==> config.mk <==
export PLATFORM = sky130hd
export DESIGN_NAME = i2c_vscale_slave
export DESIGN_NICKNAME = d
export VERILOG_FILES = /design/src/hw/vscale_pkg.sv /design/src/hw/i2c_vscale_slave.sv /design/src/hw/vscale_ramp.sv
export SDC_FILE = /design/constraint.sdc
export NUM_CORES = 1
export LEC_CHECK = 0
export BUFFER_PORTS_ARGS = -buffer_cell sky130_fd_sc_hd__buf_2
export CORE_MARGIN = 5
export CORE_UTILIZATION = 45
export CTS_BUF_LIST = sky130_fd_sc_hd__clkbuf_4
export CTS_CLUSTER_DIAMETER = 120
export CTS_CLUSTER_SIZE = 16
export DETAILED_ROUTE_END_ITERATION = 8
export PLACE_DENSITY_LB_ADDON = 0.1
export SLEW_MARGIN = 10
export SYNTH_ARGS = -nofsm -noshare
export SYNTH_HDL_FRONTEND = slang
export SYNTH_SLANG_ARGS = --single-unit
==> constraint.sdc <==
create_clock -name CLK_SYS -period 4 [get_ports CLK_SYS]
set_input_delay 0.6 -clock CLK_SYS [delete_from_list [all_inputs] [get_ports CLK_SYS]]
set_output_delay 0.6 -clock CLK_SYS [all_outputs]
set_load 0.01 [all_outputs]
==> src/hw/vscale_pkg.sv <==
// Constants, types and helpers shared by the two-wire slave and its ramp sequencer.
// Assumes a 50 MHz system clock; every pin input is resynchronised inside the slave.
package vscale_pkg;

   // ----------------------------------------------------------------
   // Link addressing
   // ----------------------------------------------------------------
   localparam logic [4:0] ADDR_FIXED = 5'h12;
   localparam logic [4:0] MASTER_CODE_TOP = 5'h01;
   localparam logic DIR_TO_DEVICE = 1'b1;
   localparam logic [3:0] BITS_PER_BYTE = 4'h8;
   localparam logic [7:0] READ_UNMAPPED = 8'hFF;

   // ----------------------------------------------------------------
   // Register map and fields
   // ----------------------------------------------------------------
   localparam logic [1:0] OFS_FLOOR = 2'h0;
   localparam logic [1:0] OFS_ROOF = 2'h1;
   localparam logic [1:0] OFS_MODE = 2'h2;
   localparam logic [1:0] OFS_SCALING = 2'h3;
   localparam int LEVEL_MSB = 5;
   localparam int SOFT_ON_BIT = 7;
   localparam int MODE_FLOOR_BIT = 0;
   localparam int MODE_ROOF_BIT = 1;
   localparam int SLEW_MSB = 2;
   localparam int STRATEGY_BIT = 4;
   localparam int GO_BIT = 7;
   localparam logic [7:0] FLOOR_RST = 8'hC0;
   localparam logic [7:0] ROOF_RST = 8'hC0;
   localparam logic [7:0] MODE_RST = 8'h00;
   localparam logic [7:0] SCALING_RST = 8'h07;
   localparam logic [2:0] SLEW_SINGLE = 3'h7;

   // ----------------------------------------------------------------
   // Timing
   // ----------------------------------------------------------------
   localparam int CLK_PERIOD_NS = 20;
   localparam int STEP_TIME_NS = 1000;
   localparam logic [11:0] STEP_CYCLES =
      12'((STEP_TIME_NS + CLK_PERIOD_NS - 1) / CLK_PERIOD_NS);

   // ----------------------------------------------------------------
   // Types
   // ----------------------------------------------------------------
   typedef enum logic [3:0] {
      ST_IDLE, ST_ADDR, ST_ADDR_ACK, ST_REG, ST_REG_ACK,
      ST_WDATA, ST_WDATA_ACK, ST_RDATA, ST_RDATA_ACK, ST_IGNORE
   } link_state_e;

   typedef struct packed {
      logic [5:0] target;
      logic pulse_frequency_mode;
      logic [2:0] slew;
      logic on;
   } ramp_cfg_s;

   // Last count of one micro-step interval for a slew code.
   function automatic logic [11:0] step_last(input logic [2:0] code);
      step_last = (STEP_CYCLES << code) - 12'h001;
   endfunction

endpackage

==> src/hw/i2c_vscale_slave.sv <==
// Two-wire slave with four registers steering the voltage-scaling sequencer.
// Assumes all pins are asynchronous to CLK_SYS and SDA is an open-drain wire.
`timescale 1ns/1ps
module i2c_vscale_slave (
   // Clock and reset
   input wire logic CLK_SYS,
   input wire logic RST_N,
   // Serial link
   input wire logic SCL_IN,
   input wire logic SDA_IN,
   output logic SDA_OUT,
   output logic SDA_OE,
   // Device pins
   input wire logic [1:0] ADDRESS_OPTION,
   input wire logic HW_ENABLE,
   input wire logic VOLTAGE_LEVEL_PIN,
   input wire logic CONVERTER_PULSING,
   // Converter and link status
   output logic [5:0] VOUT_LEVEL,
   output logic POWER_GOOD,
   output logic CONVERTER_SOFT_ON,
   output logic HIGH_SPEED_MODE
);

   // ----------------------------------------------------------------
   // Declarations
   // ----------------------------------------------------------------
   logic [6:0] sync_meta_reg;
   logic [6:0] sync_reg;
   logic scl_d_reg;
   logic sda_d_reg;
   logic hwen_d_reg;
   logic scl_s;
   logic sda_s;
   logic level_pin_s;
   logic hwen_s;
   logic pulsing_s;
   logic [1:0] addr_opt_s;
   logic scl_rise;
   logic scl_fall;
   logic start_seen;
   logic stop_seen;
   logic hwen_rise;
   vscale_pkg::link_state_e state_reg;
   logic [3:0] bit_cnt_reg;
   logic [7:0] shift_reg;
   logic [7:0] ptr_reg;
   logic dir_write_reg;
   logic hs_reg;
   logic sda_oe_reg;
   logic sda_out_reg;
   logic [7:0] floor_reg;
   logic [7:0] roof_reg;
   logic [7:0] mode_reg;
   logic [7:0] scaling_reg;
   logic [5:0] sw_target_reg;
   logic soft_on_reg;
   logic addr_match;
   logic master_code;
   logic ptr_valid;
   logic wr_commit;
   logic [7:0] rd_byte;
   logic hw_strategy;
   logic go_done;
   vscale_pkg::ramp_cfg_s ramp_cfg;
   logic [5:0] level;
   logic good;
   logic busy;

   // ----------------------------------------------------------------
   // Pin synchronisers and edge detection
   // ----------------------------------------------------------------
   always_ff @(posedge CLK_SYS or negedge RST_N)
   begin
      if (!RST_N)
      begin
         sync_meta_reg <= 7'h03;
         sync_reg <= 7'h03;
      end
      else
      begin
         sync_meta_reg <= {ADDRESS_OPTION, CONVERTER_PULSING, HW_ENABLE,
                           VOLTAGE_LEVEL_PIN, SDA_IN, SCL_IN};
         sync_reg <= sync_meta_reg;
      end
   end

   always_ff @(posedge CLK_SYS or negedge RST_N)
   begin
      if (!RST_N)
      begin
         scl_d_reg <= 1'b1;
         sda_d_reg <= 1'b1;
         hwen_d_reg <= 1'b0;
      end
      else
      begin
         scl_d_reg <= scl_s;
         sda_d_reg <= sda_s;
         hwen_d_reg <= hwen_s;
      end
   end

   assign scl_s = sync_reg[0];
   assign sda_s = sync_reg[1];
   assign level_pin_s = sync_reg[2];
   assign hwen_s = sync_reg[3];
   assign pulsing_s = sync_reg[4];
   assign addr_opt_s = sync_reg[6:5];
   assign scl_rise = scl_s && !scl_d_reg;
   assign scl_fall = !scl_s && scl_d_reg;
   assign start_seen = scl_s && scl_d_reg && sda_d_reg && !sda_s;
   assign stop_seen = scl_s && scl_d_reg && !sda_d_reg && sda_s;
   assign hwen_rise = hwen_s && !hwen_d_reg;

   // ----------------------------------------------------------------
   // Address and register decode
   // ----------------------------------------------------------------
   assign addr_match = shift_reg[7:1] == {vscale_pkg::ADDR_FIXED, addr_opt_s};
   assign master_code = shift_reg[7:3] == vscale_pkg::MASTER_CODE_TOP;
   assign ptr_valid = ptr_reg[7:2] == 6'h00;
   assign wr_commit = state_reg == vscale_pkg::ST_WDATA && scl_fall &&
                      bit_cnt_reg == vscale_pkg::BITS_PER_BYTE;

   always_comb
   begin
      rd_byte = vscale_pkg::READ_UNMAPPED;
      if (ptr_valid)
      begin
         case (ptr_reg[1:0])
            vscale_pkg::OFS_FLOOR: rd_byte = floor_reg;
            vscale_pkg::OFS_ROOF: rd_byte = roof_reg;
            vscale_pkg::OFS_MODE: rd_byte = mode_reg;
            default: rd_byte = scaling_reg;
         endcase
      end
   end

   // ----------------------------------------------------------------
   // Link protocol
   // ----------------------------------------------------------------
   always_ff @(posedge CLK_SYS or negedge RST_N)
   begin
      if (!RST_N)
      begin
         state_reg <= vscale_pkg::ST_IDLE;
         bit_cnt_reg <= 4'h0;
         shift_reg <= 8'h00;
         ptr_reg <= 8'h00;
         dir_write_reg <= 1'b0;
         hs_reg <= 1'b0;
         sda_oe_reg <= 1'b0;
      end
      else if (start_seen)
      begin
         state_reg <= vscale_pkg::ST_ADDR;
         bit_cnt_reg <= 4'h0;
         sda_oe_reg <= 1'b0;
      end
      else if (stop_seen)
      begin
         state_reg <= vscale_pkg::ST_IDLE;
         hs_reg <= 1'b0;
         sda_oe_reg <= 1'b0;
      end
      else
      begin
         case (state_reg)
            vscale_pkg::ST_ADDR, vscale_pkg::ST_REG, vscale_pkg::ST_WDATA:
            begin
               if (scl_rise)
               begin
                  shift_reg <= {shift_reg[6:0], sda_s};
                  bit_cnt_reg <= bit_cnt_reg + 4'h1;
               end
               else if (scl_fall && bit_cnt_reg == vscale_pkg::BITS_PER_BYTE)
               begin
                  if (state_reg != vscale_pkg::ST_ADDR)
                  begin
                     sda_oe_reg <= 1'b1;
                     if (state_reg == vscale_pkg::ST_REG)
                     begin
                        ptr_reg <= shift_reg;
                        state_reg <= vscale_pkg::ST_REG_ACK;
                     end
                     else
                        state_reg <= vscale_pkg::ST_WDATA_ACK;
                  end
                  else if (master_code)
                  begin
                     hs_reg <= 1'b1;
                     state_reg <= vscale_pkg::ST_IGNORE;
                  end
                  else if (addr_match && hwen_s)
                  begin
                     sda_oe_reg <= 1'b1;
                     dir_write_reg <= shift_reg[0] == vscale_pkg::DIR_TO_DEVICE;
                     state_reg <= vscale_pkg::ST_ADDR_ACK;
                  end
                  else
                     state_reg <= vscale_pkg::ST_IGNORE;
               end
            end
            vscale_pkg::ST_ADDR_ACK, vscale_pkg::ST_RDATA_ACK:
            begin
               if (scl_rise && state_reg == vscale_pkg::ST_RDATA_ACK && sda_s)
                  state_reg <= vscale_pkg::ST_IGNORE;
               else if (scl_fall && state_reg == vscale_pkg::ST_ADDR_ACK && dir_write_reg)
               begin
                  sda_oe_reg <= 1'b0;
                  bit_cnt_reg <= 4'h0;
                  state_reg <= vscale_pkg::ST_REG;
               end
               else if (scl_fall)
               begin
                  sda_oe_reg <= !rd_byte[7];
                  shift_reg <= {rd_byte[6:0], 1'b0};
                  bit_cnt_reg <= 4'h1;
                  state_reg <= vscale_pkg::ST_RDATA;
               end
            end
            vscale_pkg::ST_REG_ACK, vscale_pkg::ST_WDATA_ACK:
            begin
               if (scl_fall)
               begin
                  sda_oe_reg <= 1'b0;
                  bit_cnt_reg <= 4'h0;
                  state_reg <= vscale_pkg::ST_WDATA;
               end
            end
            vscale_pkg::ST_RDATA:
            begin
               if (scl_fall && bit_cnt_reg == vscale_pkg::BITS_PER_BYTE)
               begin
                  sda_oe_reg <= 1'b0;
                  state_reg <= vscale_pkg::ST_RDATA_ACK;
               end
               else if (scl_fall)
               begin
                  sda_oe_reg <= !shift_reg[7];
                  shift_reg <= {shift_reg[6:0], 1'b0};
                  bit_cnt_reg <= bit_cnt_reg + 4'h1;
               end
            end
            default:
               sda_oe_reg <= 1'b0;
         endcase
      end
   end

   always_ff @(posedge CLK_SYS or negedge RST_N)
   begin
      if (!RST_N)
         sda_out_reg <= 1'b0;
      else
         sda_out_reg <= 1'b0;
   end

   // ----------------------------------------------------------------
   // Register file
   // ----------------------------------------------------------------
   assign hw_strategy = scaling_reg[vscale_pkg::STRATEGY_BIT];
   assign go_done = scaling_reg[vscale_pkg::GO_BIT] && !hw_strategy && !busy;

   always_ff @(posedge CLK_SYS or negedge RST_N)
   begin
      if (!RST_N)
      begin
         floor_reg <= vscale_pkg::FLOOR_RST;
         roof_reg <= vscale_pkg::ROOF_RST;
         mode_reg <= vscale_pkg::MODE_RST;
         scaling_reg <= vscale_pkg::SCALING_RST;
      end
      else if (hwen_rise)
      begin
         floor_reg <= vscale_pkg::FLOOR_RST;
         roof_reg <= vscale_pkg::ROOF_RST;
         mode_reg <= vscale_pkg::MODE_RST;
         scaling_reg <= vscale_pkg::SCALING_RST;
      end
      else if (wr_commit && hwen_s && ptr_valid)
      begin
         case (ptr_reg[1:0])
            vscale_pkg::OFS_FLOOR:
            begin
               floor_reg <= shift_reg;
               roof_reg[7:6] <= shift_reg[7:6];
            end
            vscale_pkg::OFS_ROOF:
            begin
               roof_reg <= shift_reg;
               floor_reg[7:6] <= shift_reg[7:6];
            end
            vscale_pkg::OFS_MODE: mode_reg <= shift_reg;
            default: scaling_reg <= shift_reg;
         endcase
      end
      else if (go_done)
         scaling_reg[vscale_pkg::GO_BIT] <= 1'b0;
   end

   always_ff @(posedge CLK_SYS or negedge RST_N)
   begin
      if (!RST_N)
         sw_target_reg <= vscale_pkg::ROOF_RST[vscale_pkg::LEVEL_MSB:0];
      else if (hwen_rise)
         sw_target_reg <= vscale_pkg::ROOF_RST[vscale_pkg::LEVEL_MSB:0];
      else if (wr_commit && hwen_s && ptr_valid && ptr_reg[1:0] == vscale_pkg::OFS_SCALING &&
               shift_reg[vscale_pkg::GO_BIT] && !shift_reg[vscale_pkg::STRATEGY_BIT])
         sw_target_reg <= roof_reg[vscale_pkg::LEVEL_MSB:0];
   end

   // ----------------------------------------------------------------
   // Sequencer
   // ----------------------------------------------------------------
   always_comb
   begin
      ramp_cfg.slew = scaling_reg[vscale_pkg::SLEW_MSB:0];
      ramp_cfg.on = soft_on_reg;
      if (hw_strategy && !level_pin_s)
      begin
         ramp_cfg.target = floor_reg[vscale_pkg::LEVEL_MSB:0];
         ramp_cfg.pulse_frequency_mode = !mode_reg[vscale_pkg::MODE_FLOOR_BIT];
      end
      else if (hw_strategy)
      begin
         ramp_cfg.target = roof_reg[vscale_pkg::LEVEL_MSB:0];
         ramp_cfg.pulse_frequency_mode = !mode_reg[vscale_pkg::MODE_ROOF_BIT];
      end
      else
      begin
         ramp_cfg.target = sw_target_reg;
         ramp_cfg.pulse_frequency_mode = !mode_reg[vscale_pkg::MODE_ROOF_BIT];
      end
   end

   always_ff @(posedge CLK_SYS or negedge RST_N)
   begin
      if (!RST_N)
         soft_on_reg <= 1'b0;
      else
         soft_on_reg <= hwen_s && floor_reg[vscale_pkg::SOFT_ON_BIT];
   end

   vscale_ramp ramp_u (
      .clk(CLK_SYS),
      .rst_n(RST_N),
      .restart(hwen_rise),
      .cfg(ramp_cfg),
      .pulsing(pulsing_s),
      .level_reg(level),
      .good_reg(good),
      .busy(busy)
   );

   assign SDA_OUT = sda_out_reg;
   assign SDA_OE = sda_oe_reg;
   assign VOUT_LEVEL = level;
   assign POWER_GOOD = good;
   assign CONVERTER_SOFT_ON = soft_on_reg;
   assign HIGH_SPEED_MODE = hs_reg;
endmodule

==> src/hw/vscale_ramp.sv <==
// Output-level sequencer: moves a digital level toward its target and flags power good.
// Assumes the configuration and pulsing input are already in the system clock domain.
`timescale 1ns/1ps
module vscale_ramp (
   // Clock and reset
   input wire logic clk,
   input wire logic rst_n,
   // Control
   input wire logic restart,
   input wire vscale_pkg::ramp_cfg_s cfg,
   input wire logic pulsing,
   // State
   output logic [5:0] level_reg,
   output logic good_reg,
   output logic busy
);

   logic [11:0] timer_reg;
   logic pfm_wait_reg;
   logic multi;
   logic step_due;

   assign busy = level_reg != cfg.target;
   assign multi = cfg.slew != vscale_pkg::SLEW_SINGLE;
   assign step_due = timer_reg == vscale_pkg::step_last(cfg.slew);

   // ----------------------------------------------------------------
   // Micro-step timer
   // ----------------------------------------------------------------
   always_ff @(posedge clk or negedge rst_n)
   begin
      if (!rst_n)
         timer_reg <= 12'h000;
      else if (restart || !busy || !multi || step_due)
         timer_reg <= 12'h000;
      else
         timer_reg <= timer_reg + 12'h001;
   end

   // ----------------------------------------------------------------
   // Level update
   // ----------------------------------------------------------------
   always_ff @(posedge clk or negedge rst_n)
   begin
      if (!rst_n)
         level_reg <= 6'h00;
      else if (restart || !cfg.on)
         level_reg <= 6'h00;
      else if (busy && !multi)
         level_reg <= cfg.target;
      else if (busy && step_due)
      begin
         if (level_reg < cfg.target)
            level_reg <= level_reg + 6'h01;
         else
            level_reg <= level_reg - 6'h01;
      end
   end

   // ----------------------------------------------------------------
   // Power good
   // ----------------------------------------------------------------
   always_ff @(posedge clk or negedge rst_n)
   begin
      if (!rst_n)
         pfm_wait_reg <= 1'b0;
      else if (restart || !cfg.on)
         pfm_wait_reg <= 1'b0;
      else if (busy && !multi && cfg.pulse_frequency_mode && cfg.target < level_reg)
         pfm_wait_reg <= 1'b1;
      else if (pulsing)
         pfm_wait_reg <= 1'b0;
   end

   always_ff @(posedge clk or negedge rst_n)
   begin
      if (!rst_n)
         good_reg <= 1'b0;
      else
         good_reg <= cfg.on && !restart && !busy && !pfm_wait_reg;
   end
endmodule

==> impl_metrics.json <==
{
  "status": "completed",
  "dp.cells": 732,
  "postPlaceCellArea_mm2": 0.00594,
  "clock_power_share": 0.223,
  "coreArea_mm2": 0.0126,
  "vias": 4182,
  "start_util": 0.458,
  "worst_slew_pin_slew_ps": 1000,
  "first_iter_violations": 250,
  "drc": 0,
  "synth_edf_count": 0,
  "ff2ff_path_depth": 15,
  "p_comb_frac": 0.263,
  "holdBufCountCts": 0,
  "finClkSkew_ps": 30.2,
  "cts_made_buffers": 9,
  "routedWlPerCell_um": 16.7,
  "multiInputGateArea_mm2": 0.00299,
  "fin_tns_setup_ps": 0,
  "seqCellArea_mm2": 0.00254,
  "power_uw": 2530,
  "die_h_um": 123,
  "critPathLaunchType": "register",
  "largest_reg_flops": 12,
  "clk_latency_ps": 480,
  "p_int_uw": 1610,
  "synth.top_cell.area_share": 0.390,
  "rsz0062_at_grt": "no",
  "die_w_um": 123,
  "final_cell_area_mm2": 0.00609,
  "hpwl_mm": 8.86,
  "p_switching_uw": 921,
  "p_leak_uw": 0.00269,
  "cp.required_ps": 4410,
  "avgSynthCellArea_um2": 10.1,
  "overflow": 0,
  "final_cell_count_no_fill": 748,
  "dr.pass1.iters": 4,
  "cts_tree": "done",
  "h-tree-depth": 3,
  "synth.most_common_cell": "dfrtp_1",
  "synthArstFlopShare": 1.00,
  "grt_pass1_vias": 4148,
  "grt_max_degree": 80,
  "final_max_slew_viol_count": 0,
  "hold_path_class": "in -> reg",
  "clock_path_buffers": 2,
  "min_path_cells": 1,
  "netlist-cell-type-count": 80,
  "postCtsSetupBuffers": 0,
  "crit_type": "reg -> reg",
  "ys.flop_type": "dfrtp_1",
  "peakVddDrop_v": 0.000299,
  "die_area_mm2": 0.0152,
  "antenna_left": 0,
  "num_rows": 41,
  "wl_mm": 12.5,
  "antenna_found_initial": 0,
  "cts_sinks": 101,
  "powerDensity_mw_per_mm2": 415,
  "io_buffers": 18,
  "ys.warnings.count": 0,
  "whs_ps": 207,
  "drv_cap": 0,
  "fin_nets": 601,
  "fmax_ghz": 0.281,
  "drive_gt1_frac": 0.148,
  "clk_pin_slew_ps": 150,
  "grt_pass1_wl_mm": 21.4,
  "routabilityCongestion": 0.842,
  "ios": 20,
  "synth-seq-cells": 101,
  "cp.arrival_ps": 3960,
  "avgViaCountPerCell": 5.59,
  "relSlewSlack": 0.332,
  "antennaDiodeCount": 0,
  "syn_area_mm2": 0.00578,
  "hold_viol": 0,
  "syn-num-nets": 602,
  "synth_common_cells": "dfrtp_1 (90), nor2_1 (66), nand2_1 (49), mux2i_1 (43), o21ai_0 (32)",
  "end_kind": "register",
  "synth_area_leaders": "dfrtp_1 (39%), mux2i_1 (7.5%), dfstp_2 (5.0%)",
  "synth_top_cell_by_area": "dfrtp_1",
  "period_minus_slack_ps": 3550,
  "seqPwrFrac": 0.514,
  "worstPathMaxFanout": 8,
  "ctsResizeCount": 0,
  "setup_viol_count_final": 0,
  "cts-root-buf": "clkbuf_4",
  "grtUsageTotal": 0.180,
  "area_delta_synth_final_pct": 5.44,
  "switching_share": 0.364,
  "fillers": 1201,
  "seq_area_frac_synth": 0.440,
  "synth_cells": 572,
  "post-route-period-util": 0.889
}
==> power groups by stage <==
stage	combinational [µW]	sequential [µW]	clock, µW
5_1_grt	760	1320	635
4_1_cts	670	1300	593
3_5_place_dp	668	1320	0
2_1_floorplan	596	1200	0
3_3_place_gp	661	1310	0
6_report	665	1300	562
==> worst paths after layout <==
| path | slack (ps) | from | endpoint |
|---|---|---|---|
| min reg2reg | 370 | sync_meta_reg[1] | sync_reg[1] |
| max reg2reg | 450 | sync_reg[2] | ramp_u.level_reg[5] |
| max | 450 | sync_reg[2] | ramp_u.level_reg[5] |
| max in group asynchronous | 2860 | RST_N | scaling_reg[0] |
| min in group asynchronous | 270 | RST_N | ramp_u.level_reg[3] |
| min | 210 | SDA_IN | sync_meta_reg[1] |
==> metal layers <==
metal / global-route usage / vias to the layer above / part of all wire
li1: - / 2021 / -
met1: 0.250 / 2074 / 0.48
met2: 0.286 / 76 / 0.47
met3: 0.0416 / 11 / 0.033
met4: 0.0457 / 0 / 0.012
met5: 0 / - / 0
==> layout by cell type (no fill, tap or decap), drive strengths merged, types with 9 or more instances in the layout <==
cell,netlist,final
a21oi,25,25
buf,14,22
clkbuf,20,11
dfrtp,90,90
dfstp,11,11
ha,20,20
inv,21,23
mux2i,44,44
nand2,49,49
nand3,12,12
nor2,66,66
nor2b,9,9
nor3,10,10
nor4,9,9
o21ai,33,33
o221ai,9,9
xnor2,11,11
xor2,17,17
==> through the flow <==
stage | util | worst slack [ps]
6_report | 0.483 | 446
5_1_grt | 0.483 | 188
4_1_cts | 0.482 | 430
3_3_place_gp | 0.471 | 633
2_1_floorplan | - | 784
3_5_place_dp | 0.471 | 484
==> layout make-up <==
class                           instances  area share
Clock buffer                           11      0.0136
Clock inverter                          5     0.00986
Inverter                               21      0.0129
Multi-Input combinational cell        416       0.491
Sequential cell                       101       0.417
Tap cell                              172      0.0353
Timing Repair Buffer                   22      0.0201
==> worst max-delay path, cell delays in order (launching register included) <==
cell and delay, ps:
dfrtp_1 580, mux2i_1 120, nand2_1 70, o21ai_0 120, ha_1 340, nor2b_1 150
o211ai_1 90, a21oi_1 600, ha_1 370, a21oi_1 170, nand2_1 90, a31oi_1 210
xnor2_1 140, nand4_1 120, xor2_1 170, a21boi_1 140
==> cell families after synthesis <==
| logic type | share of synthesized area |
|---|---|
| AND/OR/NAND/NOR | 0.182 |
| AO/OA/AOI/OAI | 0.133 |
| flip-flops | 0.440 |
| multiplexers | 0.111 |
| buffers and inverters | 0.0437 |
| XOR/XNOR | 0.0425 |
| adder cells (fa/ha/maj) | 0.0468 |
| other | 0.000649 |
(Power assumes the default switching activity.)
